$ cat src/shared/usc_pkg.sv
// Constants and types for the serial port status/control block.
// Assumes one AHB-Lite slave port, 32-bit data, one clock domain.
package usc_pkg;

  // Register byte addresses
  localparam logic [31:0] ADDR_STATUS_CTRL = 32'h0000_0000;
  localparam logic [31:0] ADDR_TX_DATA     = 32'h0000_0004;
  localparam logic [31:0] ADDR_RX_DATA     = 32'h0000_0008;

  // Field positions in the status/control word
  localparam int BIT_TXSEL_HI   = 15;
  localparam int BIT_POLARITY   = 14;
  localparam int BIT_TXSEL_LO   = 13;
  localparam int BIT_UNUSED     = 12;
  localparam int BIT_BREAK      = 11;
  localparam int BIT_TX_ENABLE  = 10;
  localparam int BIT_TX_FULL    = 9;
  localparam int BIT_TX_EMPTY   = 8;
  localparam int BIT_RXSEL_HI   = 7;
  localparam int BIT_RXSEL_LO   = 6;
  localparam int BIT_ADDR_DET   = 5;
  localparam int BIT_RX_IDLE    = 4;
  localparam int BIT_RX_AVAIL   = 0;

  // Frame shape
  localparam int CHAR_BITS       = 8;
  localparam int BREAK_ZERO_BITS = 12;
  localparam int SHIFT_W         = BREAK_ZERO_BITS;

  // Receive buffer and its thresholds
  localparam int RX_DEPTH     = 4;
  localparam int RX_THREE_QTR = 3;

  // Reset values
  localparam logic       CTRL_BIT_RST = 1'b0;
  localparam logic [1:0] CTRL_SEL_RST = 2'b00;
  localparam logic       PIN_RST      = 1'b1;

  // Bus encodings
  localparam logic [1:0] HTRANS_NONSEQ = 2'b10;
  localparam logic [2:0] HSIZE_WORD    = 3'b010;
  localparam logic       HRESP_OKAY    = 1'b0;

  typedef enum logic [1:0] {
    TXI_EACH  = 2'b00,
    TXI_DONE  = 2'b01,
    TXI_EMPTY = 2'b10,
    TXI_RSVD  = 2'b11
  } usc_txi_mode_t;

  typedef enum logic [1:0] {
    RXI_ANY0 = 2'b00,
    RXI_ANY1 = 2'b01,
    RXI_3QTR = 2'b10,
    RXI_FULL = 2'b11
  } usc_rxi_mode_t;

  typedef enum logic [1:0] {
    TX_IDLE  = 2'b00,
    TX_START = 2'b01,
    TX_DATA  = 2'b10,
    TX_STOP  = 2'b11
  } usc_tx_state_t;

endpackage

$ cat src/design/usc_top.sv
// Serial port status/control block: AHB-Lite register slave, transmit
// buffer and shifter with sync break, receive buffer with thresholds.
// Assumes ref_clk at 200 MHz, a receiver outside that delivers whole
// characters, and software that never selects the reserved tx mode.
//
// Overview of operation
// - Mode 10: irq when load empties buffer
// - Mode 01: irq when everything finished sending
// - Mode 00: irq on every shifter load
// - Polarity bit picks idle level, encoder-dependent
// - Break: start, twelve zeros, stop
// - Hardware clears break bit after break frame
// - Enabled transmitter owns and drives pin
// - Disable aborts, flushes buffer, frees pin
// - Full flag set only when buffer full
// - All-empty flag: shifter and buffer empty
// - Rx mode 11: irq at four characters
// - Rx mode 10: irq at three characters
// - Rx mode 0x: irq on every character
// - Bit 12 always reads zero
`timescale 1ns/1ps
module usc_top #(
  parameter int TX_DEPTH = 4,
  parameter int BAUD_DIV = 16
) (
  input  wire logic        ref_clk,
  input  wire logic        reset_n,
  input  wire logic        hsel,
  input  wire logic [31:0] haddr,
  input  wire logic [1:0]  htrans,
  input  wire logic        hwrite,
  input  wire logic [2:0]  hsize,
  input  wire logic [31:0] hwdata,
  input  wire logic        hready,
  output logic             hreadyout,
  output logic             hresp,
  output logic [31:0]      hrdata,
  input  wire logic        infrared_encoder_enable,
  input  wire logic        rx_line_idle,
  input  wire logic        rx_char_valid,
  input  wire logic [7:0]  rx_char,
  output logic             serial_out_pin,
  output logic             serial_out_oe_n,
  output logic             tx_irq,
  output logic             rx_irq
);
  import usc_pkg::*;

  localparam int TPW = $clog2(TX_DEPTH);
  localparam int CW  = $clog2(BAUD_DIV);
  localparam int RPW = $clog2(RX_DEPTH);
  localparam logic [3:0] BRK_LAST  = 4'(BREAK_ZERO_BITS - 1);
  localparam logic [3:0] CHAR_LAST = 4'(CHAR_BITS - 1);

  if (TX_DEPTH < 2 || BAUD_DIV < 2) begin : g_bad_param
    $error("usc_top: TX_DEPTH and BAUD_DIV must be at least 2");
  end

  // Bus slave
  logic          acc;
  logic          wr_ph_q;
  logic          rd_ph_q;
  logic [31:0]   addr_q;
  logic [31:0]   hrdata_q;
  logic [31:0]   rd_val;
  logic          ctrl_wr;
  logic          txd_wr;
  logic          rxd_pop;

  // Control fields
  usc_txi_mode_t txi_mode_q;
  usc_rxi_mode_t rxi_mode_q;
  logic          pol_q;
  logic          brk_q;
  logic          tx_en_q;
  logic          addr_det_q;
  logic [15:0]   status_word;

  // Transmit path
  logic [7:0]     tx_mem [TX_DEPTH];
  logic [TPW-1:0] tx_wr_q;
  logic [TPW-1:0] tx_rd_q;
  logic [TPW:0]   tx_cnt_q;
  logic           tx_push;
  logic           tx_load;
  logic           brk_start;
  logic           tx_buffer_full;
  logic           tx_all_empty;
  usc_tx_state_t  tx_st_q;
  logic [SHIFT_W-1:0] sh_q;
  logic [3:0]     bit_cnt_q;
  logic           is_brk_q;
  logic [CW-1:0]  baud_cnt_q;
  logic           bit_tick;
  logic           frame_done;
  logic           tx_line;
  logic           idle_lvl;
  logic           pin_q;
  logic           tx_irq_q;

  // Receive path
  logic [7:0]     rx_mem [RX_DEPTH];
  logic [RPW-1:0] rx_wr_q;
  logic [RPW-1:0] rx_rd_q;
  logic [RPW:0]   rx_cnt_q;
  logic [RPW:0]   rx_cnt_nx;
  logic           rx_push;
  logic           rx_data_available;
  logic           rx_irq_q;

  // Only whole-word single transfers are taken; others get OKAY, no effect
  assign acc = hsel && hready && (htrans == HTRANS_NONSEQ)
               && (hsize == HSIZE_WORD);

  always_ff @(posedge ref_clk or negedge reset_n) begin
    if (!reset_n) begin
      wr_ph_q <= 1'b0;
      rd_ph_q <= 1'b0;
      addr_q  <= 32'h0000_0000;
    end else begin
      wr_ph_q <= acc && hwrite;
      rd_ph_q <= acc && !hwrite;
      if (acc) begin
        addr_q <= haddr;
      end
    end
  end

  // One wait state on reads so that read data leaves a flip-flop
  assign hreadyout = !rd_ph_q;
  assign hresp     = HRESP_OKAY;
  assign hrdata    = hrdata_q;

  assign ctrl_wr = wr_ph_q && (addr_q == ADDR_STATUS_CTRL);
  assign txd_wr  = wr_ph_q && (addr_q == ADDR_TX_DATA);
  assign rxd_pop = rd_ph_q && (addr_q == ADDR_RX_DATA) && rx_data_available;

  assign status_word = {txi_mode_q[1], pol_q, txi_mode_q[0],
                        1'b0,
                        brk_q, tx_en_q, tx_buffer_full, tx_all_empty,
                        rxi_mode_q, addr_det_q, rx_line_idle, 3'b000,
                        rx_data_available};

  always_comb begin
    rd_val = 32'h0000_0000;
    case (addr_q)
      ADDR_STATUS_CTRL: rd_val = {16'h0000, status_word};
      ADDR_RX_DATA: begin
        if (rx_data_available) begin
          rd_val = {24'h00_0000, rx_mem[rx_rd_q]};
        end
      end
      default: rd_val = 32'h0000_0000;
    endcase
  end

  always_ff @(posedge ref_clk or negedge reset_n) begin
    if (!reset_n) begin
      hrdata_q <= 32'h0000_0000;
    end else if (rd_ph_q) begin
      hrdata_q <= rd_val;
    end
  end

  // Control register
  always_ff @(posedge ref_clk or negedge reset_n) begin
    if (!reset_n) begin
      txi_mode_q <= usc_txi_mode_t'(CTRL_SEL_RST);
      rxi_mode_q <= usc_rxi_mode_t'(CTRL_SEL_RST);
      pol_q      <= CTRL_BIT_RST;
      tx_en_q    <= CTRL_BIT_RST;
      addr_det_q <= CTRL_BIT_RST;
    end else if (ctrl_wr) begin
      txi_mode_q <= usc_txi_mode_t'({hwdata[BIT_TXSEL_HI],
                                     hwdata[BIT_TXSEL_LO]});
      rxi_mode_q <= usc_rxi_mode_t'({hwdata[BIT_RXSEL_HI],
                                     hwdata[BIT_RXSEL_LO]});
      pol_q      <= hwdata[BIT_POLARITY];
      tx_en_q    <= hwdata[BIT_TX_ENABLE];
      addr_det_q <= hwdata[BIT_ADDR_DET];
    end
  end

  // A software write beats the hardware clear in the same cycle
  always_ff @(posedge ref_clk or negedge reset_n) begin
    if (!reset_n) begin
      brk_q <= CTRL_BIT_RST;
    end else if (ctrl_wr) begin
      brk_q <= hwdata[BIT_BREAK] && hwdata[BIT_TX_ENABLE];
    end else if (!tx_en_q) begin
      brk_q <= 1'b0;
    end else if (frame_done && is_brk_q) begin
      brk_q <= 1'b0;
    end
  end

  // Transmit buffer
  assign tx_buffer_full = (tx_cnt_q == (TPW+1)'(TX_DEPTH));
  assign tx_all_empty   = (tx_st_q == TX_IDLE) && (tx_cnt_q == '0);
  assign tx_push   = txd_wr && tx_en_q && !tx_buffer_full;
  assign brk_start = tx_en_q && (tx_st_q == TX_IDLE) && brk_q;
  assign tx_load   = tx_en_q && (tx_st_q == TX_IDLE) && !brk_q
                     && (tx_cnt_q != '0);

  always_ff @(posedge ref_clk) begin
    if (tx_push) begin
      tx_mem[tx_wr_q] <= hwdata[7:0];
    end
  end

  always_ff @(posedge ref_clk or negedge reset_n) begin
    if (!reset_n) begin
      tx_wr_q  <= '0;
      tx_rd_q  <= '0;
      tx_cnt_q <= '0;
    end else if (!tx_en_q) begin
      tx_wr_q  <= '0;
      tx_rd_q  <= '0;
      tx_cnt_q <= '0;
    end else begin
      if (tx_push) begin
        tx_wr_q <= (tx_wr_q == TPW'(TX_DEPTH - 1)) ? '0 : tx_wr_q + 1'b1;
      end
      if (tx_load) begin
        tx_rd_q <= (tx_rd_q == TPW'(TX_DEPTH - 1)) ? '0 : tx_rd_q + 1'b1;
      end
      tx_cnt_q <= tx_cnt_q + (TPW+1)'(tx_push) - (TPW+1)'(tx_load);
    end
  end

  // Bit-rate enable; restarts with each frame so the start bit is full
  assign bit_tick   = (tx_st_q != TX_IDLE) && (baud_cnt_q == CW'(BAUD_DIV-1));
  assign frame_done = (tx_st_q == TX_STOP) && bit_tick;

  always_ff @(posedge ref_clk or negedge reset_n) begin
    if (!reset_n) begin
      baud_cnt_q <= '0;
    end else if (tx_st_q == TX_IDLE || bit_tick) begin
      baud_cnt_q <= '0;
    end else begin
      baud_cnt_q <= baud_cnt_q + 1'b1;
    end
  end

  // Shifter; a break is a frame of zeros thirteen bits long, start bit included
  always_ff @(posedge ref_clk or negedge reset_n) begin
    if (!reset_n) begin
      tx_st_q   <= TX_IDLE;
      sh_q      <= '0;
      bit_cnt_q <= 4'h0;
      is_brk_q  <= 1'b0;
    end else if (!tx_en_q) begin
      tx_st_q  <= TX_IDLE;
      is_brk_q <= 1'b0;
    end else begin
      case (tx_st_q)
        TX_IDLE: begin
          if (brk_start) begin
            tx_st_q  <= TX_START;
            sh_q     <= '0;
            is_brk_q <= 1'b1;
          end else if (tx_load) begin
            tx_st_q  <= TX_START;
            sh_q     <= SHIFT_W'(tx_mem[tx_rd_q]);
            is_brk_q <= 1'b0;
          end
        end
        TX_START: begin
          if (bit_tick) begin
            tx_st_q   <= TX_DATA;
            bit_cnt_q <= 4'h0;
          end
        end
        TX_DATA: begin
          if (bit_tick) begin
            sh_q <= sh_q >> 1;
            if (bit_cnt_q == (is_brk_q ? BRK_LAST : CHAR_LAST)) begin
              tx_st_q <= TX_STOP;
            end else begin
              bit_cnt_q <= bit_cnt_q + 4'h1;
            end
          end
        end
        TX_STOP: begin
          if (bit_tick) begin
            tx_st_q <= TX_IDLE;
          end
        end
        default: tx_st_q <= TX_IDLE;
      endcase
    end
  end

  assign tx_line  = (tx_st_q == TX_START) ? 1'b0 :
                    (tx_st_q == TX_DATA)  ? sh_q[0] : 1'b1;
  // Encoder on: set means idle high; encoder off: set means idle low
  assign idle_lvl = infrared_encoder_enable ? pol_q : !pol_q;

  always_ff @(posedge ref_clk or negedge reset_n) begin
    if (!reset_n) begin
      pin_q <= PIN_RST;
    end else begin
      pin_q <= idle_lvl ? tx_line : !tx_line;
    end
  end

  assign serial_out_pin  = pin_q;
  assign serial_out_oe_n = !tx_en_q;

  // Transmit event pulse; the reserved mode gives none
  always_ff @(posedge ref_clk or negedge reset_n) begin
    if (!reset_n) begin
      tx_irq_q <= 1'b0;
    end else begin
      case (txi_mode_q)
        TXI_EACH:  tx_irq_q <= tx_load;
        TXI_EMPTY: tx_irq_q <= tx_load && (tx_cnt_q == (TPW+1)'(1))
                               && !tx_push;
        TXI_DONE:  tx_irq_q <= frame_done && (tx_cnt_q == '0) && !tx_push
                               && (is_brk_q || !brk_q);
        default:   tx_irq_q <= 1'b0;
      endcase
    end
  end
  assign tx_irq = tx_irq_q;

  // Receive buffer; a character arriving while full is dropped
  assign rx_data_available = (rx_cnt_q != '0);
  assign rx_push   = rx_char_valid && (rx_cnt_q != (RPW+1)'(RX_DEPTH));
  assign rx_cnt_nx = rx_cnt_q + (RPW+1)'(rx_push) - (RPW+1)'(rxd_pop);

  always_ff @(posedge ref_clk) begin
    if (rx_push) begin
      rx_mem[rx_wr_q] <= rx_char;
    end
  end

  always_ff @(posedge ref_clk or negedge reset_n) begin
    if (!reset_n) begin
      rx_wr_q  <= '0;
      rx_rd_q  <= '0;
      rx_cnt_q <= '0;
    end else begin
      if (rx_push) begin
        rx_wr_q <= rx_wr_q + 1'b1;
      end
      if (rxd_pop) begin
        rx_rd_q <= rx_rd_q + 1'b1;
      end
      rx_cnt_q <= rx_cnt_nx;
    end
  end

  always_ff @(posedge ref_clk or negedge reset_n) begin
    if (!reset_n) begin
      rx_irq_q <= 1'b0;
    end else begin
      case (rxi_mode_q)
        RXI_FULL: rx_irq_q <= rx_push
                              && (rx_cnt_nx == (RPW+1)'(RX_DEPTH));
        RXI_3QTR: rx_irq_q <= rx_push
                              && (rx_cnt_nx == (RPW+1)'(RX_THREE_QTR));
        default:  rx_irq_q <= rx_push;
      endcase
    end
  end
  assign rx_irq = rx_irq_q;
endmodule

$ cat config.mk
export PLATFORM = sky130hd
export DESIGN_NAME = usc_top
export DESIGN_NICKNAME = d
export VERILOG_FILES = /design/src/shared/usc_pkg.sv /design/src/design/usc_top.sv
export SDC_FILE = /design/constraint.sdc
export NUM_CORES = 1
export LEC_CHECK = 0
export CELL_PAD_IN_SITES_DETAIL_PLACEMENT = 1
export CELL_PAD_IN_SITES_GLOBAL_PLACEMENT = 2
export CORE_MARGIN = 5
export CORE_UTILIZATION = 35
export DETAILED_ROUTE_END_ITERATION = 12
export DONT_BUFFER_PORTS = 1
export HOLD_SLACK_MARGIN = 0.06
export MAX_ROUTING_LAYER = met4
export PLACE_DENSITY = 0.64
export RECOVER_POWER = 100
export SLEW_MARGIN = 20
export SYNTH_ARGS = -nofsm -noshare
export SYNTH_HDL_FRONTEND = slang
export SYNTH_SLANG_ARGS = --single-unit
export TNS_END_PERCENT = 30
$ cat constraint.sdc
create_clock -name ref_clk -period 4.35 [get_ports ref_clk]
set_input_delay 0.6525 -clock ref_clk [delete_from_list [all_inputs] [get_ports ref_clk]]
set_output_delay 0.6525 -clock ref_clk [all_outputs]
set_load 0.05 [all_outputs]
==> flow_summary.ini <==
[setup_path]
criticalPathCategory = flop to flop
worst_setup_path_start_kind = flop
reg2reg_from = addr_q[14]
rrSetupSlack_ns = 0.60
cp.required_ns = 4.69
r2r_end = rx_irq
crit_arrival_ns = 4.09
crit_path_start = addr_q[14]
end_kind = flop
crit_path_max_fanout = 4
ff2ff_path_depth = 11

[timing]
setup_viol = 0
setup_tns_ns = 0
period_needed_ns = 3.748
finClkSkew_ns = 0.008283
hold-worst-slack_ns = 0.3146
drv_slew = 141
max_freq_mhz = 266.8
rsz0062_at_grt = no
hold_viol = 0
worst_pin_slew_ns = 2.334
slew_headroom_pct = -55.61
timing.final.crit_share_pct = 86.17

[outcome]
violations = capacitance limit, slew limit
outcome = finished with violations

[synthesis]
syn_area_um2 = 6915
ys_seq_area_share_pct = 61.46
syn_area_per_cell_um2 = 14.32
synth_edf_count = 64
yosys.area.top_type = dfrtp_1
syn_inst = 483
synth_top_area_share_pct = 33.29
ys_async_sr_fraction_pct = 59.24
synthTopCellsByArea = dfrtp_1 (33%), edfxtp_1 (28%), mux2_2 (5.4%)
yosys_warnings = 0
yosys_register_bits = 157
synth_top_flop_cell = dfrtp_1
ys_types = 59

[pwr]
p_leak_nw = 3.120
power.share.clock_pct = 43.3
power.density_nw_per_um2 = 482.9
vdd_drop_max_mv = 0.2804
comb_power_share_pct = 9.1
total_power_mw = 3.731
p_int_mw = 2.753
p_seq_share_pct = 47.6
p_sw_mw = 0.9783
switching_share_pct = 26.22

[floorplan]
coreArea_um2 = 19460
die_h_um = 150.6
row_count = 51
die-area_um2 = 22670
start_util_pct = 35.53
num_io_pins = 123
die_w_um = 150.6

[global_route]
antenna_found_initial = 1
grtUsageMet2_pct = 22.92
grt_pass1_vias = 4267
grt_max_degree = 94
grt_pass1_wl_um = 23890
gr-usage-met1_pct = 17.21
grt.met3_usage_pct = 5.298
gr-total-overflow = 0
track_usage_pct = 14.46
grt.busiest_layer = met2

[detailed_routing]
drcViolationCount = 0
drt-total-wl_um = 14800
wl_per_cell_um = 19.35
vias = 3818
ant_nets = 0
dr.pass1.iters = 4
drtIter0Drc = 187
post_drt_via_cell_ratio = 4.991

[cells_and_area]
post-route-util_pct = 39.70
final_cell_mix = dfrtp_1 (92), edfxtp_1 (64), mux2_2 (33)
final_common_cell = dfrtp_1
finalNetCount = 592
drive_above_1_share_pct = 17.84
area_growth_syn_to_layout_pct = 11.72

[placed_design]
dp_hpwl_um = 10260
port_buffers = 0
gp_congestion = 0.7331

[clock_network]
htreeDepth = 4
path_clk_slew_ns = 0.07
clockBufferDepth = 2
cts_tree = done
numCtsBuffers = 17
cts-root-buf = clkbuf_16
clkLatencyLatePin_ns = 0.43
cts.sinks = 157

[flow_run]
maxCapViolCount = 3

[worst_hold_path]
worstHoldPathType = input pin to flop
min_path_cells = 0
min_from = rx_char[5]
hold_end = rx_mem[3][5]
## stage by stage
step	cells	instance area, um2	worst slack [ns]
final	765	7726	0.6018
after global routing	765	7726	0.3997
after CTS	763	7782	0.5290
after detailed placement	730	7109	0.5358
after global placement	730	7109	0.7233
after floorplan	500	6979	1.273
## state kept, by name (all words and copies together) (netlist names), 3 cells and up
register / count
tx_cnt_q: 3
rx_cnt_q: 3
baud_cnt_q: 4
hrdata: 15
tx_mem: 32
sh_q: 8
addr_q: 32
bit_cnt_q: 4
rx_mem: 32
## how the worst max path moves through the flow
stage              to  slack, ns  cells after the start
2_1_floorplan  rx_irq       1.27                     11
3_3_place_gp   rx_irq       0.72                     11
3_5_place_dp   rx_irq       0.54                     11
4_1_cts        rx_irq       0.53                     11
5_1_grt        rx_irq       0.40                     11
6_report       rx_irq       0.60                     11
## cells in the mapped netlist, drive strengths merged (9+ instances only)
cell type	n
a21oi	12
a22oi	9
buf	32
dfrtp	92
edfxtp	64
ha	19
inv	24
mux2	40
mux4	16
nand2	19
nand3	10
nor2	19
nor4	13
xnor2	9
## cell type report
cell class	count	area, um2
Antenna cell	1	2.502
Clock buffer	17	425.4
Clock inverter	15	220.2
Fill cell	1989	11740
Inverter	25	93.84
Multi-Input combinational cell	280	2382
Sequential cell	157	4250
Tap cell	265	331.6
Timing Repair Buffer	5	20.02
## layer usage
metal	share of wire [%]	wire (um)	vias up
li1	-	-	1766
met1	43	6360	1960
met2	50	7336	75
met3	6.1	903	17
met4	1.3	199	0
met5	0	0	-
## critical path, stage by stage, from the launching register on
cell,delay (ns)
dfrtp_1,0.38
nor4_1,0.44
nand3_1,0.22
nor4_2,0.64
ha_1,0.24
inv_1,0.04
ha_1,0.19
fa_1,0.37
xnor2_1,0.21
xnor2_1,0.12
or4b_2,0.62
a31oi_1,0.19
## power groups by stage
stage | registers, mW | clock network [mW] | logic [mW]
after floorplan | 1.78 | 0 | 0.278
after global placement | 1.80 | 0 | 0.320
after detailed placement | 1.81 | 0 | 0.335
after CTS | 1.78 | 1.66 | 0.356
after global routing | 1.79 | 1.73 | 0.388
final | 1.78 | 1.62 | 0.340
## cell families (layout without fill, tap and decap cells)
group	count (synthesis)	in the layout	synth area share (%)
and+or+nand+nor	112	112	9.861
AOI/OAI and AO/OA	56	56	5.916
other	1	19	0.05423
adders and majority gates	21	21	4.017
DFF	157	157	61.46
buffers and inverters	63	62	4.686
muxes	63	63	12.74
xor gates and xnor gates	10	10	1.267
## what timing repair did
| action | CTS | global route |
|---|---|---|
| resized for setup | 0 | 0 |
| hold buffers | 1 | 0 |
| setup buffers | 0 | 0 |
| endpoints found under the hold margin | 93 | 0 |
Power figures use the tool's default switching activity.
